`src/csc_pkg.sv`:
```
package csc_pkg;
  // configuration register offsets (byte addresses)
  localparam logic [11:0] CSC_OFF_CTRL   = 12'h000;
  localparam logic [11:0] CSC_OFF_PERIOD = 12'h004;
  localparam logic [11:0] CSC_OFF_MULT   = 12'h008;
  localparam logic [11:0] CSC_OFF_HOLD   = 12'h00c;
  localparam logic [11:0] CSC_OFF_OPT    = 12'h010;
  localparam logic [11:0] CSC_OFF_STATUS = 12'h014;
  localparam logic [11:0] CSC_OFF_CMD    = 12'h018;

  // ctrl fields
  localparam int CSC_CTRL_MODE_LSB = 0;
  localparam int CSC_CTRL_MODE_W   = 3;
  localparam int CSC_CTRL_FLOW_BIT = 4;

  // mode select codes
  localparam logic [2:0] CSC_MODE_CYCLIC     = 3'h4;
  localparam logic [2:0] CSC_MODE_CYCLIC_PIN = 3'h5;

  // option bits
  localparam int CSC_OPT_FULL_WAKE = 1;
  localparam int CSC_OPT_EXTENDED  = 2;

  // period limits in ticks, multiplier minimum
  localparam logic [11:0] CSC_PERIOD_MIN = 12'h020;
  localparam logic [11:0] CSC_PERIOD_MAX = 12'haf0;
  localparam logic [15:0] CSC_MULT_MIN   = 16'h0001;

  // reset values
  localparam logic [11:0] CSC_PERIOD_RST = 12'h020;
  localparam logic [15:0] CSC_MULT_RST   = 16'h0001;
  localparam logic [15:0] CSC_HOLD_RST   = 16'h00c8;
  localparam logic [7:0]  CSC_OPT_RST    = 8'h00;
  localparam logic [7:0]  CSC_CTRL_RST   = 8'h00;

  // timing
  localparam int CSC_CLK_HZ     = 100_000_000;
  localparam int CSC_TICK_MS    = 10;
  localparam int CSC_POLL_MS    = 100;
  localparam int CSC_TICK_CYC   = CSC_CLK_HZ / 1000 * CSC_TICK_MS;
  localparam int CSC_POLL_TICKS = CSC_POLL_MS / CSC_TICK_MS;

  // cmd bit
  localparam int CSC_CMD_SLEEP_NOW = 0;

  typedef enum logic [1:0] {
    CSC_ST_SLEEP = 2'b00,
    CSC_ST_POLL  = 2'b01,
    CSC_ST_AWAKE = 2'b11
  } csc_state_type;
endpackage

```
`src/csc_sleep_ctrl.sv`:
```
`timescale 1ns/1ps
// Functional notes
// - data while awake starts wake-hold timer
// - each new data reloads wake-hold timer
// - poll parent every 100 ms while awake
// - sleep on hold expiry or sleep-now
// - period accepts 0x20 to 0xaf0 ticks
// - multiplier accepts 1 to 0xffff
// - option 0x02 holds full wake time
// - option 0x04 sleeps period times multiplier
// - short sleep lasts one period
// - poll after period, pending data holds awake
// - multiplier 1 raises indicator every wake
// - multiplier above 1 wakes host every nth short-sleep wake, every wake in extended sleep
// - radio data while awake raises indicator at once
// - extended sleep is period times multiplier
// - pin falling edge wakes, holds wake time
// - indicator high awake, clear-to-send low awake
module csc_sleep_ctrl #(
  parameter int TICK_CYC = csc_pkg::CSC_TICK_CYC
) (
  input  wire logic        mclk_in,
  input  wire logic        rst_in,
  input  wire logic        psel_in,
  input  wire logic        penable_in,
  input  wire logic        pwrite_in,
  input  wire logic [11:0] paddr_in,
  input  wire logic [31:0] pwdata_in,
  output logic      [31:0] prdata_out,
  output logic             pready_out,
  output logic             pslverr_out,
  input  wire logic        sleep_request_pin_in,
  input  wire logic        serial_data_in,
  input  wire logic        radio_data_in,
  input  wire logic        poll_ack_in,
  input  wire logic        poll_pending_in,
  output logic             poll_req_out,
  output logic             awake_ind_out,
  output logic             cts_n_out
);
  import csc_pkg::*;

  if (TICK_CYC < 2) begin : g_tick_check
    $error("tick count too small");
  end

  ////////////////////////////////////////////////////////////////////////
  // registers
  logic [7:0]    ctrl_q;
  logic [11:0]   period_q;
  logic [15:0]   mult_q;
  logic [15:0]   hold_q;
  logic [7:0]    opt_q;
  logic          sleep_now_q;
  csc_state_type state_q;
  logic          pready_q;
  logic [31:0]   prdata_q;
  logic          pslverr_q;

  wire           apb_setup = psel_in & ~penable_in;
  wire           apb_wr    = psel_in & penable_in & pwrite_in & pready_q;
  wire [2:0]     mode      = ctrl_q[CSC_CTRL_MODE_LSB +: CSC_CTRL_MODE_W];
  wire           cyclic    = (mode == CSC_MODE_CYCLIC) | (mode == CSC_MODE_CYCLIC_PIN);
  wire           addr_ok   = (paddr_in[1:0] == 2'h0) & (paddr_in <= CSC_OFF_CMD);

  // no wait state: ready rises the cycle after setup
  always_ff @(posedge mclk_in) begin
    if (rst_in) begin
      pready_q  <= 1'b0;
      prdata_q  <= 32'h0;
      pslverr_q <= 1'b0;
    end else begin
      pready_q  <= apb_setup;
      pslverr_q <= apb_setup & ~addr_ok;
      if (apb_setup) begin
        case (paddr_in)
          CSC_OFF_CTRL:   prdata_q <= {24'h0, ctrl_q};
          CSC_OFF_PERIOD: prdata_q <= {20'h0, period_q};
          CSC_OFF_MULT:   prdata_q <= {16'h0, mult_q};
          CSC_OFF_HOLD:   prdata_q <= {16'h0, hold_q};
          CSC_OFF_OPT:    prdata_q <= {24'h0, opt_q};
          CSC_OFF_STATUS: prdata_q <= {28'h0, awake_ind_out, 1'b0, state_q};
          default:        prdata_q <= 32'h0;
        endcase
      end else begin
        prdata_q <= 32'h0;
      end
    end
  end

  always_ff @(posedge mclk_in) begin
    if (rst_in) begin
      ctrl_q      <= CSC_CTRL_RST;
      period_q    <= CSC_PERIOD_RST;
      mult_q      <= CSC_MULT_RST;
      hold_q      <= CSC_HOLD_RST;
      opt_q       <= CSC_OPT_RST;
      sleep_now_q <= 1'b0;
    end else begin
      sleep_now_q <= 1'b0;
      if (apb_wr) begin
        case (paddr_in)
          CSC_OFF_CTRL:   ctrl_q <= pwdata_in[7:0];
          CSC_OFF_PERIOD:
            // out-of-range writes are ignored so the period stays legal
            if (pwdata_in[31:12] == 20'h0 && pwdata_in[11:0] >= CSC_PERIOD_MIN
                && pwdata_in[11:0] <= CSC_PERIOD_MAX) begin
              period_q <= pwdata_in[11:0];
            end
          CSC_OFF_MULT:
            if (pwdata_in[15:0] >= CSC_MULT_MIN) begin
              mult_q <= pwdata_in[15:0];
            end
          CSC_OFF_HOLD:   hold_q <= pwdata_in[15:0];
          CSC_OFF_OPT:    opt_q <= pwdata_in[7:0];
          CSC_OFF_CMD:    sleep_now_q <= pwdata_in[CSC_CMD_SLEEP_NOW];
          default:        ;
        endcase
      end
    end
  end

  ////////////////////////////////////////////////////////////////////////
  // pin synchronisers
  logic [1:0] pin_sync_q, ser_sync_q, rad_sync_q, ack_sync_q, pend_sync_q;
  logic       pin_prev_q;
  always_ff @(posedge mclk_in) begin
    if (rst_in) begin
      pin_sync_q  <= 2'h0;
      ser_sync_q  <= 2'h0;
      rad_sync_q  <= 2'h0;
      ack_sync_q  <= 2'h0;
      pend_sync_q <= 2'h0;
      pin_prev_q  <= 1'b0;
    end else begin
      pin_sync_q  <= {pin_sync_q[0], sleep_request_pin_in};
      ser_sync_q  <= {ser_sync_q[0], serial_data_in};
      rad_sync_q  <= {rad_sync_q[0], radio_data_in};
      ack_sync_q  <= {ack_sync_q[0], poll_ack_in};
      pend_sync_q <= {pend_sync_q[0], poll_pending_in};
      pin_prev_q  <= pin_sync_q[1];
    end
  end
  wire pin_fall = pin_prev_q & ~pin_sync_q[1];
  wire data_in  = ser_sync_q[1] | rad_sync_q[1];
  wire radio    = rad_sync_q[1];
  wire ack      = ack_sync_q[1];
  wire pending  = pend_sync_q[1];

  ////////////////////////////////////////////////////////////////////////
  // 10 ms tick
  logic [31:0] tick_cnt_q;
  logic        tick_q;
  always_ff @(posedge mclk_in) begin
    if (rst_in) begin
      tick_cnt_q <= 32'h0;
      tick_q     <= 1'b0;
    end else begin
      tick_q <= (tick_cnt_q == 32'(TICK_CYC - 1));
      if (tick_cnt_q == 32'(TICK_CYC - 1)) begin
        tick_cnt_q <= 32'h0;
      end else begin
        tick_cnt_q <= tick_cnt_q + 32'h1;
      end
    end
  end

  ////////////////////////////////////////////////////////////////////////
  // sequencer
  logic [11:0] per_cnt_q;
  logic [15:0] mult_cnt_q;
  logic [15:0] wake_cnt_q;
  logic [15:0] hold_cnt_q;
  logic [7:0]  poll_cnt_q;
  logic        poll_q;
  logic        ind_q;
  logic        hold_run_q;

  wire ext       = opt_q[CSC_OPT_EXTENDED];
  wire full_wake = opt_q[CSC_OPT_FULL_WAKE];
  wire per_done  = tick_q & (per_cnt_q >= period_q - 12'h1);
  wire ext_done  = per_done & (mult_cnt_q >= mult_q - 16'h1);
  wire sleep_done = ext ? ext_done : per_done;
  wire wake_pin  = (mode == CSC_MODE_CYCLIC_PIN) & pin_fall;
  wire hold_exp  = hold_run_q & tick_q & (hold_cnt_q <= 16'h1);
  // host is woken every wake with multiplier 1 or extended sleep, else on the nth wake
  wire host_wake = (mult_q == CSC_MULT_MIN) | ext | (wake_cnt_q >= mult_q - 16'h1);

  always_ff @(posedge mclk_in) begin
    if (rst_in) begin
      state_q    <= CSC_ST_SLEEP;
      per_cnt_q  <= 12'h0;
      mult_cnt_q <= 16'h0;
      wake_cnt_q <= 16'h0;
      hold_cnt_q <= 16'h0;
      hold_run_q <= 1'b0;
      poll_cnt_q <= 8'h0;
      poll_q     <= 1'b0;
      ind_q      <= 1'b0;
    end else begin
      poll_q <= 1'b0;
      case (state_q)
        CSC_ST_SLEEP: begin
          hold_run_q <= 1'b0;
          ind_q      <= 1'b0;
          if (!cyclic) begin
            per_cnt_q <= 12'h0;
          end else if (sleep_done || wake_pin) begin
            per_cnt_q  <= 12'h0;
            mult_cnt_q <= 16'h0;
            poll_q     <= 1'b1;
            state_q    <= CSC_ST_POLL;
            if (host_wake || wake_pin) begin
              ind_q      <= 1'b1;
              wake_cnt_q <= 16'h0;
            end else begin
              wake_cnt_q <= wake_cnt_q + 16'h1;
            end
            if (wake_pin || full_wake) begin
              hold_run_q <= 1'b1;
              hold_cnt_q <= hold_q;
            end
          end else if (per_done) begin
            per_cnt_q  <= 12'h0;
            mult_cnt_q <= mult_cnt_q + 16'h1;
          end else if (tick_q) begin
            per_cnt_q <= per_cnt_q + 12'h1;
          end
        end
        CSC_ST_POLL: begin
          // poll wake ends here when nothing keeps the device awake
          if (ack && pending) begin
            hold_run_q <= 1'b1;
            hold_cnt_q <= hold_q;
            poll_cnt_q <= 8'h0;
            state_q    <= CSC_ST_AWAKE;
          end else if (ack || data_in) begin
            poll_cnt_q <= 8'h0;
            state_q    <= (hold_run_q || data_in) ? CSC_ST_AWAKE : CSC_ST_SLEEP;
            if (data_in) begin
              hold_run_q <= 1'b1;
              hold_cnt_q <= hold_q;
            end
          end
          if (radio) begin
            ind_q <= 1'b1;
          end
          if (sleep_now_q) begin
            state_q <= CSC_ST_SLEEP;
          end
        end
        CSC_ST_AWAKE: begin
          if (data_in) begin
            hold_cnt_q <= hold_q;
            hold_run_q <= 1'b1;
          end else if (hold_run_q && tick_q) begin
            hold_cnt_q <= hold_cnt_q - 16'h1;
          end
          if (radio) begin
            ind_q <= 1'b1;
          end
          if (tick_q) begin
            if (poll_cnt_q >= 8'(CSC_POLL_TICKS - 1)) begin
              poll_cnt_q <= 8'h0;
              poll_q     <= 1'b1;
            end else begin
              poll_cnt_q <= poll_cnt_q + 8'h1;
            end
          end
          if (sleep_now_q || (hold_exp && !data_in) || !hold_run_q) begin
            state_q <= CSC_ST_SLEEP;
          end
        end
        default: state_q <= CSC_ST_SLEEP;
      endcase
    end
  end

  // clear-to-send only tracks awake when flow control is on
  logic cts_n_q;
  always_ff @(posedge mclk_in) begin
    if (rst_in) begin
      cts_n_q <= 1'b1;
    end else begin
      cts_n_q <= ~(ctrl_q[CSC_CTRL_FLOW_BIT] & (state_q != CSC_ST_SLEEP));
    end
  end

  assign prdata_out    = prdata_q;
  assign pready_out    = pready_q;
  assign pslverr_out   = pslverr_q;
  assign poll_req_out  = poll_q;
  assign awake_ind_out = ind_q;
  assign cts_n_out     = cts_n_q;
endmodule // csc_sleep_ctrl

```
`config.mk`:
```
export PLATFORM = sky130hd
export DESIGN_NAME = csc_sleep_ctrl
export DESIGN_NICKNAME = d
export VERILOG_FILES = /design/src/csc_pkg.sv /design/src/csc_sleep_ctrl.sv
export SDC_FILE = /design/constraint.sdc
export NUM_CORES = 1
export LEC_CHECK = 0
export BUFFER_PORTS_ARGS = -buffer_cell sky130_fd_sc_hd__buf_2
export CAP_MARGIN = 0
export CORE_ASPECT_RATIO = 1.5
export CORE_MARGIN = 2
export CORE_UTILIZATION = 43
export CTS_BUF_LIST = sky130_fd_sc_hd__clkbuf_16
export CTS_CLUSTER_DIAMETER = 30
export DETAILED_ROUTE_END_ITERATION = 8
export PLACE_DENSITY = 0.67
export SYNTH_ARGS = -nofsm -noshare
export SYNTH_HDL_FRONTEND = slang
export SYNTH_SLANG_ARGS = --single-unit
```
`constraint.sdc`:
```
create_clock -name mclk_in -period 3.3 [get_ports mclk_in]
set_input_delay 0.66 -clock mclk_in [delete_from_list [all_inputs] [get_ports mclk_in]]
set_output_delay 0.66 -clock mclk_in [all_outputs]
set_load 0.1 [all_outputs]
```
## Word level (Yosys, flattened, before mapping)

Index checks and enable logic that the tools add are counted.
Widths: inputs -> output; s select.

| cells by class | value |
|---|---|
| $add $sub $neg | 8 |
| $lt $le $gt $ge | 9 |
| equality and inequality tests | 23 |
| mux-type cells | 48 |
| bitwise logic cells | 24 |
| reduce and logical (&&, ||, !) cells | 40 |

Operator list:

| kind | number |
|---|---|
| $mux 16 | 11 |
| $pmux 16 s6 | 1 |
| $mux 12 | 4 |
| $pmux 16 s3 | 1 |
| $eq 12x5->1 const B | 3 |
| $add 16x1->16 const B | 2 |
| $add 32x1->32 const B | 1 |
| $eq 32x20->1 const B | 1 |
| $ge 16x16->1 | 2 |
| $mux 8 | 4 |
| $sub 16x1->16 const B | 2 |
| $eq 12x4->1 const B | 2 |
| $logic_not 20->1 | 1 |
| $eq 16x1->1 const B | 1 |
| $ge 16x1->1 const B | 1 |
| $le 16x1->1 const B | 1 |
| $pmux 8 s2 | 1 |
| $mux 1 | 15 |
| $reduce_and 3->1 | 5 |
| $mux 2 | 7 |
| $and 1x1->1 | 13 |
| $add 12x1->12 const B | 1 |
| $eq 12x3->1 const B | 1 |
| $ge 12x12->1 | 1 |
| 31 further kinds | 70 |

| word-level totals | value |
|---|---|
| register bits after elaboration | 213 |
| input port bits | 54 |
| output and inout bits | 37 |
| logic and storage cells | 179 |

## Logic depth before layout (Yosys ltp)

Gate-level depths: netlist of the first run.

| depth | value |
|---|---|
| depth in word-level cells | 9 |
| depth in mapped cells | 16 |
| gate-level depth less buffers | 15 |

## Worst setup path before layout of the first run

Ideal clock, no wire load.

| timing path | value |
|---|---|
| path kind | register -> register |
| start | register mult_q[6] |
| end | register hold_cnt_q[13] |
| library setup time | 0.119 ns |
| data arrival time | 3.393 ns |
| data required time | 3.181 ns |
| setup slack | -0.211 ns |
| cell stages (with the launch flop) | 15 |
| path buffers | 1 |
| period minus slack after synthesis | 3.511 ns |
| cell sequence | dfxtp_1 or4_1 nor4_1 nand2b_1 nor3_1 xnor2_1 ha_1 and4_1 a221o_1 a221oi_2 a211oi_2 a41oi_4 buf_6 nor2_1 o221a_1 |

| on the way | value |
|---|---|
| longest elaborated chain between the ends | 7 |

Ends and longest elaborated chain:

| item | line | source |
|---|---|---|
| start, declared | csc_sleep_ctrl.sv:51 | `logic [15:0] mult_q;` |
| start signal, assigned | csc_sleep_ctrl.sv:112 | `mult_q <= pwdata_in[15:0];` |
| $sub 16x1->16 | csc_sleep_ctrl.sv:182 | `wire ext_done = per_done & (mult_cnt_q >= mult_q - 16'h1);` |
| $ge 16x16->1 | csc_sleep_ctrl.sv:182 |  |
| $and 1x1->1 | csc_sleep_ctrl.sv:182 |  |
| $mux 1 | csc_sleep_ctrl.sv:183 | `wire sleep_done = ext ? ext_done : per_done;` |
| $logic_or 1x1->1 | csc_sleep_ctrl.sv:208 | `end else if (sleep_done \|\| wake_pin) begin` |
| $ne 2x2->1 (no source line) | - |  |
| $reduce_and 7->1 (no source line) | - |  |
| end signal, assigned | csc_sleep_ctrl.sv:221 | `hold_cnt_q <= hold_q;` |
| end signal, assigned | csc_sleep_ctrl.sv:234 | `hold_cnt_q <= hold_q;` |
| end signal, assigned | csc_sleep_ctrl.sv:242 | `hold_cnt_q <= hold_q;` |
| end, declared | csc_sleep_ctrl.sv:173 | `logic [15:0] hold_cnt_q;` |

No other way between the ends.
A chain may end at the register's enable or synchronous reset.

## Worst setup path in the final report of the first run

Same ends and word-level chain as after synthesis.

==> summary.txt, run 1 <==
Yosys
  • Synth Instances: 1204
  • Synth warnings: 0
  • Top FF cell, synth: dfxtp_1
  • EDFF count, synth: 0
  • Sequential-to-total area share from yosys stat: 38.5%
  • Synth Area per Inst: approximately 8.5 µm²
  • Synthesized flop and latch total: 197
  • Synthesized area: 10300 µm²
  • Unique masters post-synth: between 70 and 80
  • Async S/R FF share, synth: 0%

Drt
  • First drt pass iteration count: 5
  • Initial detailed-routing violation count: 478
  • Vias: 9193
  • Drc violations: 0
  • Vias per cell: 5.53
  • Final antenna-violating net count: 0
  • Avg WL per Cell: 17.2 µm
  • Drt total wl: 28.6 mm

Clocking
  • CTS Hold Bufs: 0
  • Clk Latency, worst-skew pair: 0.45 ns
  • Clock slew at reported path FFs: 0.07 ns
  • CTS root buffer: clkbuf_16
  • CTS Buf Count: 17
  • CTS tree: built
  • CTS H-tree lvls: 4
  • Clock Path Buffers: 2
  • Total clock sinks: between 150 and 200

Layout
  • Design area: 12400 µm²
  • Diodes inserted: 0
  • Layout cell share with drive strength beyond 1: around a fifth
  • Number of fill cells: 2211
  • Layout Nets: 1439
  • P&R area growth vs syn: 20.7%

Die
  • Starting Density: 43.5%
  • I/O pins: 91
  • CORE AREA: between 20000 and 25000 µm²
  • Chip height: 193 µm
  • Die area: 25100 µm²
  • Die width: 130 µm
  • Rows: 69

Timing
  • Count of final hold-check violations: 0
  • Hold_ws: about 0.42 ns
  • Fin Setup TNS: -11.82 ns
  • Final Setup Violations: 52
  • Setup slack after layout: -0.377 ns
  • Fmax: 272 MHz
  • Pins Over Slew Limit: 0
  • Period utilization: 111%
  • Post-route minimum period: approximately 3.7 ns
  • Slew @ Worst Pin: approximately 1.2 ns
  • Slew HR: 20.4%
  • Final Skew: 0.0146 ns
  • RSZ-0062 raised after global routing: yes

Pwr
  • Reg power frac: 49.0%
  • Leak: 4.78 nW
  • Logic pwr share: 9.6%
  • Pwr/cell area: 401 nW/µm²
  • P_int: 0.00361 W
  • Clock Power Share: between 40% and 50%
  • Sw Pwr: 0.00135 W
  • Sw frac: 27.2%
  • Maximum VDD drop: 364 µV

Place
  • Post-DP HPWL: approximately 21 mm
  • Placer congestion estimate: 0.984
  • Port bufs: 74
  • Cell Area, Placed: around 11000 µm²

Worst setup path
  • Crit-path max FO: 13
  • CP arrival: 4.01 ns
  • WS Path Type: flop to flop
  • Nature of the critical path startpoint: flop
  • Critical Path RT: 3.64 ns
  • Worst setup EP type: flop
  • R2r setup slk: -0.38 ns

Run status
  • Failing checks: negative setup slack
  • Status: finished, violations left

Flow run
  • Max-cap check violation count: 0

Min path
  • Hold crit path type: input pin to flop

Global route
  • Vias in the first global route: around 8600
  • GRT Total Usage: between 20 and 25%
  • Aggregate global routing overflow: 0
  • Initial antenna violation count: 1
  • First-pass GRT wire length: roughly 44 mm
  • Largest net degree at the start of global routing: 50
power groups by stage:
stage                     logic (W)  registers [W]  clock network, W
after detailed placement   0.000419        0.00248                 0
after global placement     0.000414        0.00248                 0
after global routing       0.000507        0.00243           0.00218
after floorplan            0.000296        0.00250                 0
after CTS                  0.000445        0.00243           0.00210
final                      0.000477        0.00243           0.00205
cell type report:
class | count | area [µm²] | share of cell area (%)
sequential | 197 | 3950 | 31.9
tap | 319 | 399 | 3.23
timing repair buffer | 154 | 1060 | 8.60
multi-input combinational | 928 | 6270 | 50.7
inverter | 31 | 116 | 0.941
clock inverter | 15 | 153 | 1.23
clock buffer | 17 | 425 | 3.44
per-stage QoR:
step / std cells / util, % / setup slack [ns] / total power, W
floorplan: 1219 / - / -0.0886 / 0.00279
global placement: 1617 / 48.0 / -0.301 / 0.00290
detailed placement: 1617 / 48.0 / -0.424 / 0.00290
CTS: 1654 / 51.1 / -0.304 / 0.00497
global route: 1661 / 52.5 / -0.504 / 0.00512
finish: 1661 / 52.5 / -0.377 / 0.00496
cells in the final DEF, fill, tap and decap left out, types with 30 or more instances in the layout:
cell / netlist / final
dfxtp_1: 197 / 195
nor2_1: 170 / 161
nand2_1: 101 / 99
buf_2: 6 / 73
buf_4: 17 / 72
a21oi_1: 82 / 70
ha_1: 56 / 56
nand3_1: 52 / 50
xor2_1: 48 / 47
mux2i_1: 35 / 35
inv_1: 30 / 31
nor3_1: 33 / 30
cells in the mapped netlist, types with 17 or more instances:
library cell	instances	area, µm²
clkbuf_1	37	139
a21oi_1	82	410
nand2_1	101	379
nand3_1	52	260
xor2_1	48	420
nor4_1	22	138
nand4_1	23	144
or3_1	19	119
mux2i_1	35	350
buf_4	17	128
nor3_1	33	165
dfxtp_1	197	3940
ha_1	56	701
xnor2_1	31	272
o21ai_0	31	155
inv_1	30	113
nor2b_1	20	125
and3_1	26	163
nor2_1	170	638
what timing repair did:
action / in CTS / in global routing
pin swaps: 7 / 38
setup endpoints to repair: 53 / 64
resized for setup: 14 / 60
cloned: 1 / 3
setup buffers: 4 / 4
per-layer routing:
layer / vias up / global-route usage (%) / part of all wire (%)
met3: 78 / 3.28 / 3.9
met1: 4383 / 25.2 / 39
li1: 4511 / - / -
met2: 219 / 40.0 / 51
met4: 2 / 13.5 / 5.3
met5: - / 0 / 0.038
kinds of logic (layout without fill, tap and decap cells):
logic type / Yosys count / count (layout) / share of synthesized area [%]
buffers and inverters: 96 / 217 / 4.58
AO/OA/AOI/OAI: 210 / 211 / 13.7
AND/OR/NAND/NOR: 523 / 524 / 25.3
multiplexers: 38 / 38 / 3.75
adder cells (fa/ha/maj): 58 / 58 / 7.04
flip-flops: 197 / 197 / 38.5
other: 1 / 16 / 0.0366
XOR/XNOR: 81 / 81 / 7.14
critical path: stages (launching register included):
cell and delay (ns):
dfxtp_2 0.32, or4_4 0.56, nor4_4 0.18, nand2b_1 0.16, nor3_2 0.16, xnor2_1 0.11
ha_1 0.31, and4_4 0.22, a221o_1 0.22, a221oi_2 0.07, a211oi_4 0.43, a41oi_4 0.25
buf_12 0.21, buf_12 0.12, o221a_1 0.25
path summary, 6_finish.rpt:
kind | startpoint | to | depth (start not counted)
setup / recovery | mult_q[6] | hold_cnt_q[13] | 14
hold / removal | radio_data_in | rad_sync_q[0] | 2
hold reg to reg | ser_sync_q[0] | ser_sync_q[1] | 1
setup reg to reg | mult_q[6] | hold_cnt_q[13] | 14
sequential cells by signal, indices dropped and copies added (netlist names), 2 cells and up:
register,count
pend_sync_q,2
mult_q,16
poll_cnt_q,8
opt_q,8
state_q,2
period_q,12
mult_cnt_q,16
tick_cnt_q,32
per_cnt_q,12
ctrl_q,8
wake_cnt_q,16
rad_sync_q,2
hold_cnt_q,16
ack_sync_q,2
hold_q,16
ser_sync_q,2
pin_sync_q,2
prdata_out,16
(Power assumes the default switching activity.)
==> run 2, diff against run 1 <==
--- a/config.mk
+++ b/config.mk
@@ -15,2 +15,3 @@
 export DETAILED_ROUTE_END_ITERATION = 8
+export GPL_TIMING_DRIVEN = 0
 export PLACE_DENSITY = 0.67
--- a/constraint.sdc
+++ b/constraint.sdc
@@ -3,2 +3,2 @@
 set_output_delay 0.66 -clock mclk_in [all_outputs]
-set_load 0.1 [all_outputs]
+set_load 0.01 [all_outputs]
==> run 2 against run 1 <==
The flow still finishes with violations (negative setup slack). Setup slack worse by 0.088 ns. Non-clock buffer count rose by 15. Clock skew is 0.0014 ns lower. Sequential share of layout area is 0.54 points lower. Die area did not move. First-iteration DRC count increased by 18%. Total power increased by 3.2%. Sequential power is essentially flat. Hold slack lost 0.0099 ns. Routed wire length up 7.2%. Largest power group unchanged. Highest routed layer is now met4.
==> summary.txt, run 2 (synthesis gave the netlist of run 1 again) <==
Run status
  • Status: finished, violations left
  • Failing checks: negative setup slack

Timing
  • Fin Setup TNS: -18.89 ns (-7.07 ns)
  • Fmax: 266 MHz (-2.3%)
  • Count of final hold-check violations: 0 (unchanged)
  • Slew HR: 32.4% (+12 points)
  • Final Setup Violations: 53 (+1.9%)
  • Slew @ Worst Pin: 1.01 ns (-0.187 ns)
  • Hold_ws: 0.408 ns (-0.00994 ns)
  • Period utilization: 114% (+2.7 points)
  • RSZ-0062 raised after global routing: yes
  • Post-route minimum period: 3.77 ns (+0.0884 ns)
  • Final Skew: 0.0132 ns (-0.00141 ns)
  • Pins Over Slew Limit: 0 (unchanged)
  • Setup slack after layout: -0.466 ns (-0.0884 ns)

Pwr
  • Pwr/cell area: 404 nW/µm² (+0.81%)
  • Pwr Total: 0.00511 W (+3.2%)
  • Leak: 4.78 nW (about the same)
  • Sw frac: 27.9% (+0.73 points)
  • Sw Pwr: 0.00143 W (+5.9%)
  • Reg power frac: 47.4% (-1.6 points)
  • Clock Power Share: 44.2% (+2.8 points)
  • Maximum VDD drop: 398 µV (+9.3%)
  • P_int: 0.00369 W (+2.1%)
  • Logic pwr share: 8.4% (-1.2 points)

Layout
  • Design area: 12700 µm² (+2.3%)
  • Biggest register: tick_cnt_q
  • Layout Nets: 1452 (+0.90%)
  • Most common cell after layout, fill and taps aside: dfxtp_1
  • P&R area growth vs syn: 23.5%
  • Layout cell share with drive strength beyond 1: 21.6% (+2.0 points)
  • Commonest cells after routing, fill and taps aside: dfxtp_1 (188), nor2_1 (153), nand2_1 (93)
  • Max reg flops: 32 (unchanged)
  • Number of fill cells: 2187 (-1.1%)

Drt
  • Avg WL per Cell: 18.3 µm (+6.3%)
  • Vias per cell: 5.55 (+0.32%)
  • Drt total wl: 30.7 mm (+7.2%)
  • First drt pass iteration count: 8 (+3)
  • Vias: 9300 (+1.2%)
  • Drc violations: 0 (unchanged)
  • Final antenna-violating net count: 0 (unchanged)
  • Initial detailed-routing violation count: 564 (+18%)

Global route
  • GRT Total Usage: 24.3% (+1.8 points)
  • First-pass GRT wire length: 46.8 mm (+6.6%)
  • Largest net degree at the start of global routing: 23 (-54%)
  • Aggregate global routing overflow: 0 (unchanged)
  • Initial antenna violation count: 1 (unchanged)
  • Vias in the first global route: 8886 (+3.2%)

Clocking
  • CTS tree: built
  • CTS root buffer: clkbuf_16
  • Clock slew at reported path FFs: 0.08 ns (about the same)
  • CTS Buf Count: 17 (unchanged)
  • Total clock sinks: 197 (unchanged)
  • CTS H-tree lvls: 4 (unchanged)
  • Clk Latency, worst-skew pair: 0.46 ns (about the same)
  • Clock Path Buffers: 2 (unchanged)
  • CTS Hold Bufs: 0 (unchanged)

Worst setup path
  • Nature of the critical path startpoint: flop
  • Worst setup EP type: flop
  • WS Path Type: flop to flop
  • CP arrival: 4.11 ns (+0.10 ns)
  • Crit-path max FO: 5 (-8)
  • Critical Path RT: 3.65 ns (about the same)

Die
  • Starting Density: 43.5% (unchanged)
  • CORE AREA: 23600 µm² (unchanged)
  • I/O pins: 91 (unchanged)
  • Rows: 69 (unchanged)
  • Chip height: 193 µm (unchanged)
  • Die area: 25100 µm² (unchanged)
  • Die width: 130 µm (unchanged)

Place
  • Placer congestion estimate: 0.993 (+0.87%)
  • Port bufs: 72 (-2.7%)
  • Cell Area, Placed: 11100 µm² (-2.0%)
  • Dpl ws: -0.829 ns (-0.405 ns)
  • Post-DP HPWL: 22.6 mm (+6.7%)

Min path
  • Hold crit path type: input pin to flop

Flow run
  • Max-cap check violation count: 0 (unchanged)
[run 2: through the flow]
| stage | std cells | utilization [%] |
|---|---|---|
| CTS | 1663 | 52.2 |
| global placement | 1610 | 47.0 |
| floorplan | 1219 | - |
| global route | 1674 | 53.7 |
| detailed placement | 1610 | 47.0 |
| finish | 1675 | 53.7 |
[run 2: routing by layer]
metal | GRT usage, % | vias to the layer above | share of wire, %
met4 | 15.0 | 0 | 5.4
met5 | 0 | - | 0
met1 | 26.9 | 4407 | 39
met3 | 3.81 | 87 | 4.0
li1 | - | 4543 | -
met2 | 43.3 | 263 | 52
[run 2: critical path: stages (launching register included)]
cell and delay (ns):
dfxtp_4 0.35, or4_4 0.57, nor4_4 0.18, nor2b_4 0.21, xnor2_2 0.17, ha_1 0.31, a21o_1 0.16, a21o_1 0.17
a221o_1 0.36, a221oi_2 0.28, a211oi_4 0.16, or2_4 0.32, buf_6 0.14, nand4_1 0.08, xor2_1 0.15, nor2_1 0.05
[run 2: final timing paths]
check                   endpoint          start  slack, ns  cells after the start
setup / recovery  wake_cnt_q[15]      mult_q[6]      -0.47                     15
hold / removal     rad_sync_q[0]  radio_data_in       0.41                      2
setup reg to reg  wake_cnt_q[15]      mult_q[6]      -0.47                     15
hold reg to reg    ser_sync_q[1]  ser_sync_q[0]       0.44                      1
[run 2: timing repair]
action | 4_1_cts | 5_1_grt
gates resized for setup | 93 | 67
buffers inserted | 18 | 11
setup endpoints to repair | 64 | 64
pin swaps | 35 | 33
gates cloned | 3 | 1
[run 2: layout make-up]
| cell class | count | area (µm²) | area share, % |
|---|---|---|---|
| multi-input combinational | 926 | 6470 | 51.1 |
| sequential | 197 | 3970 | 31.4 |
| timing repair buffer | 105 | 687 | 5.43 |
| clock buffer | 17 | 425 | 3.36 |
| tap | 319 | 399 | 3.15 |
| buffer | 64 | 370 | 2.93 |
| clock inverter | 15 | 218 | 1.72 |
| inverter | 31 | 116 | 0.919 |
| antenna | 1 | 2.50 | 0.0198 |
[run 2: power groups by stage]
| stage | logic (W) | clock network (W) | registers [W] |
|---|---|---|---|
| detailed placement | 0.000352 | 0 | 0.00248 |
| CTS | 0.000406 | 0.00229 | 0.00243 |
| finish | 0.000429 | 0.00226 | 0.00242 |
| floorplan | 0.000224 | 0 | 0.00248 |
| global placement | 0.000348 | 0 | 0.00248 |
| global route | 0.000461 | 0.00238 | 0.00243 |
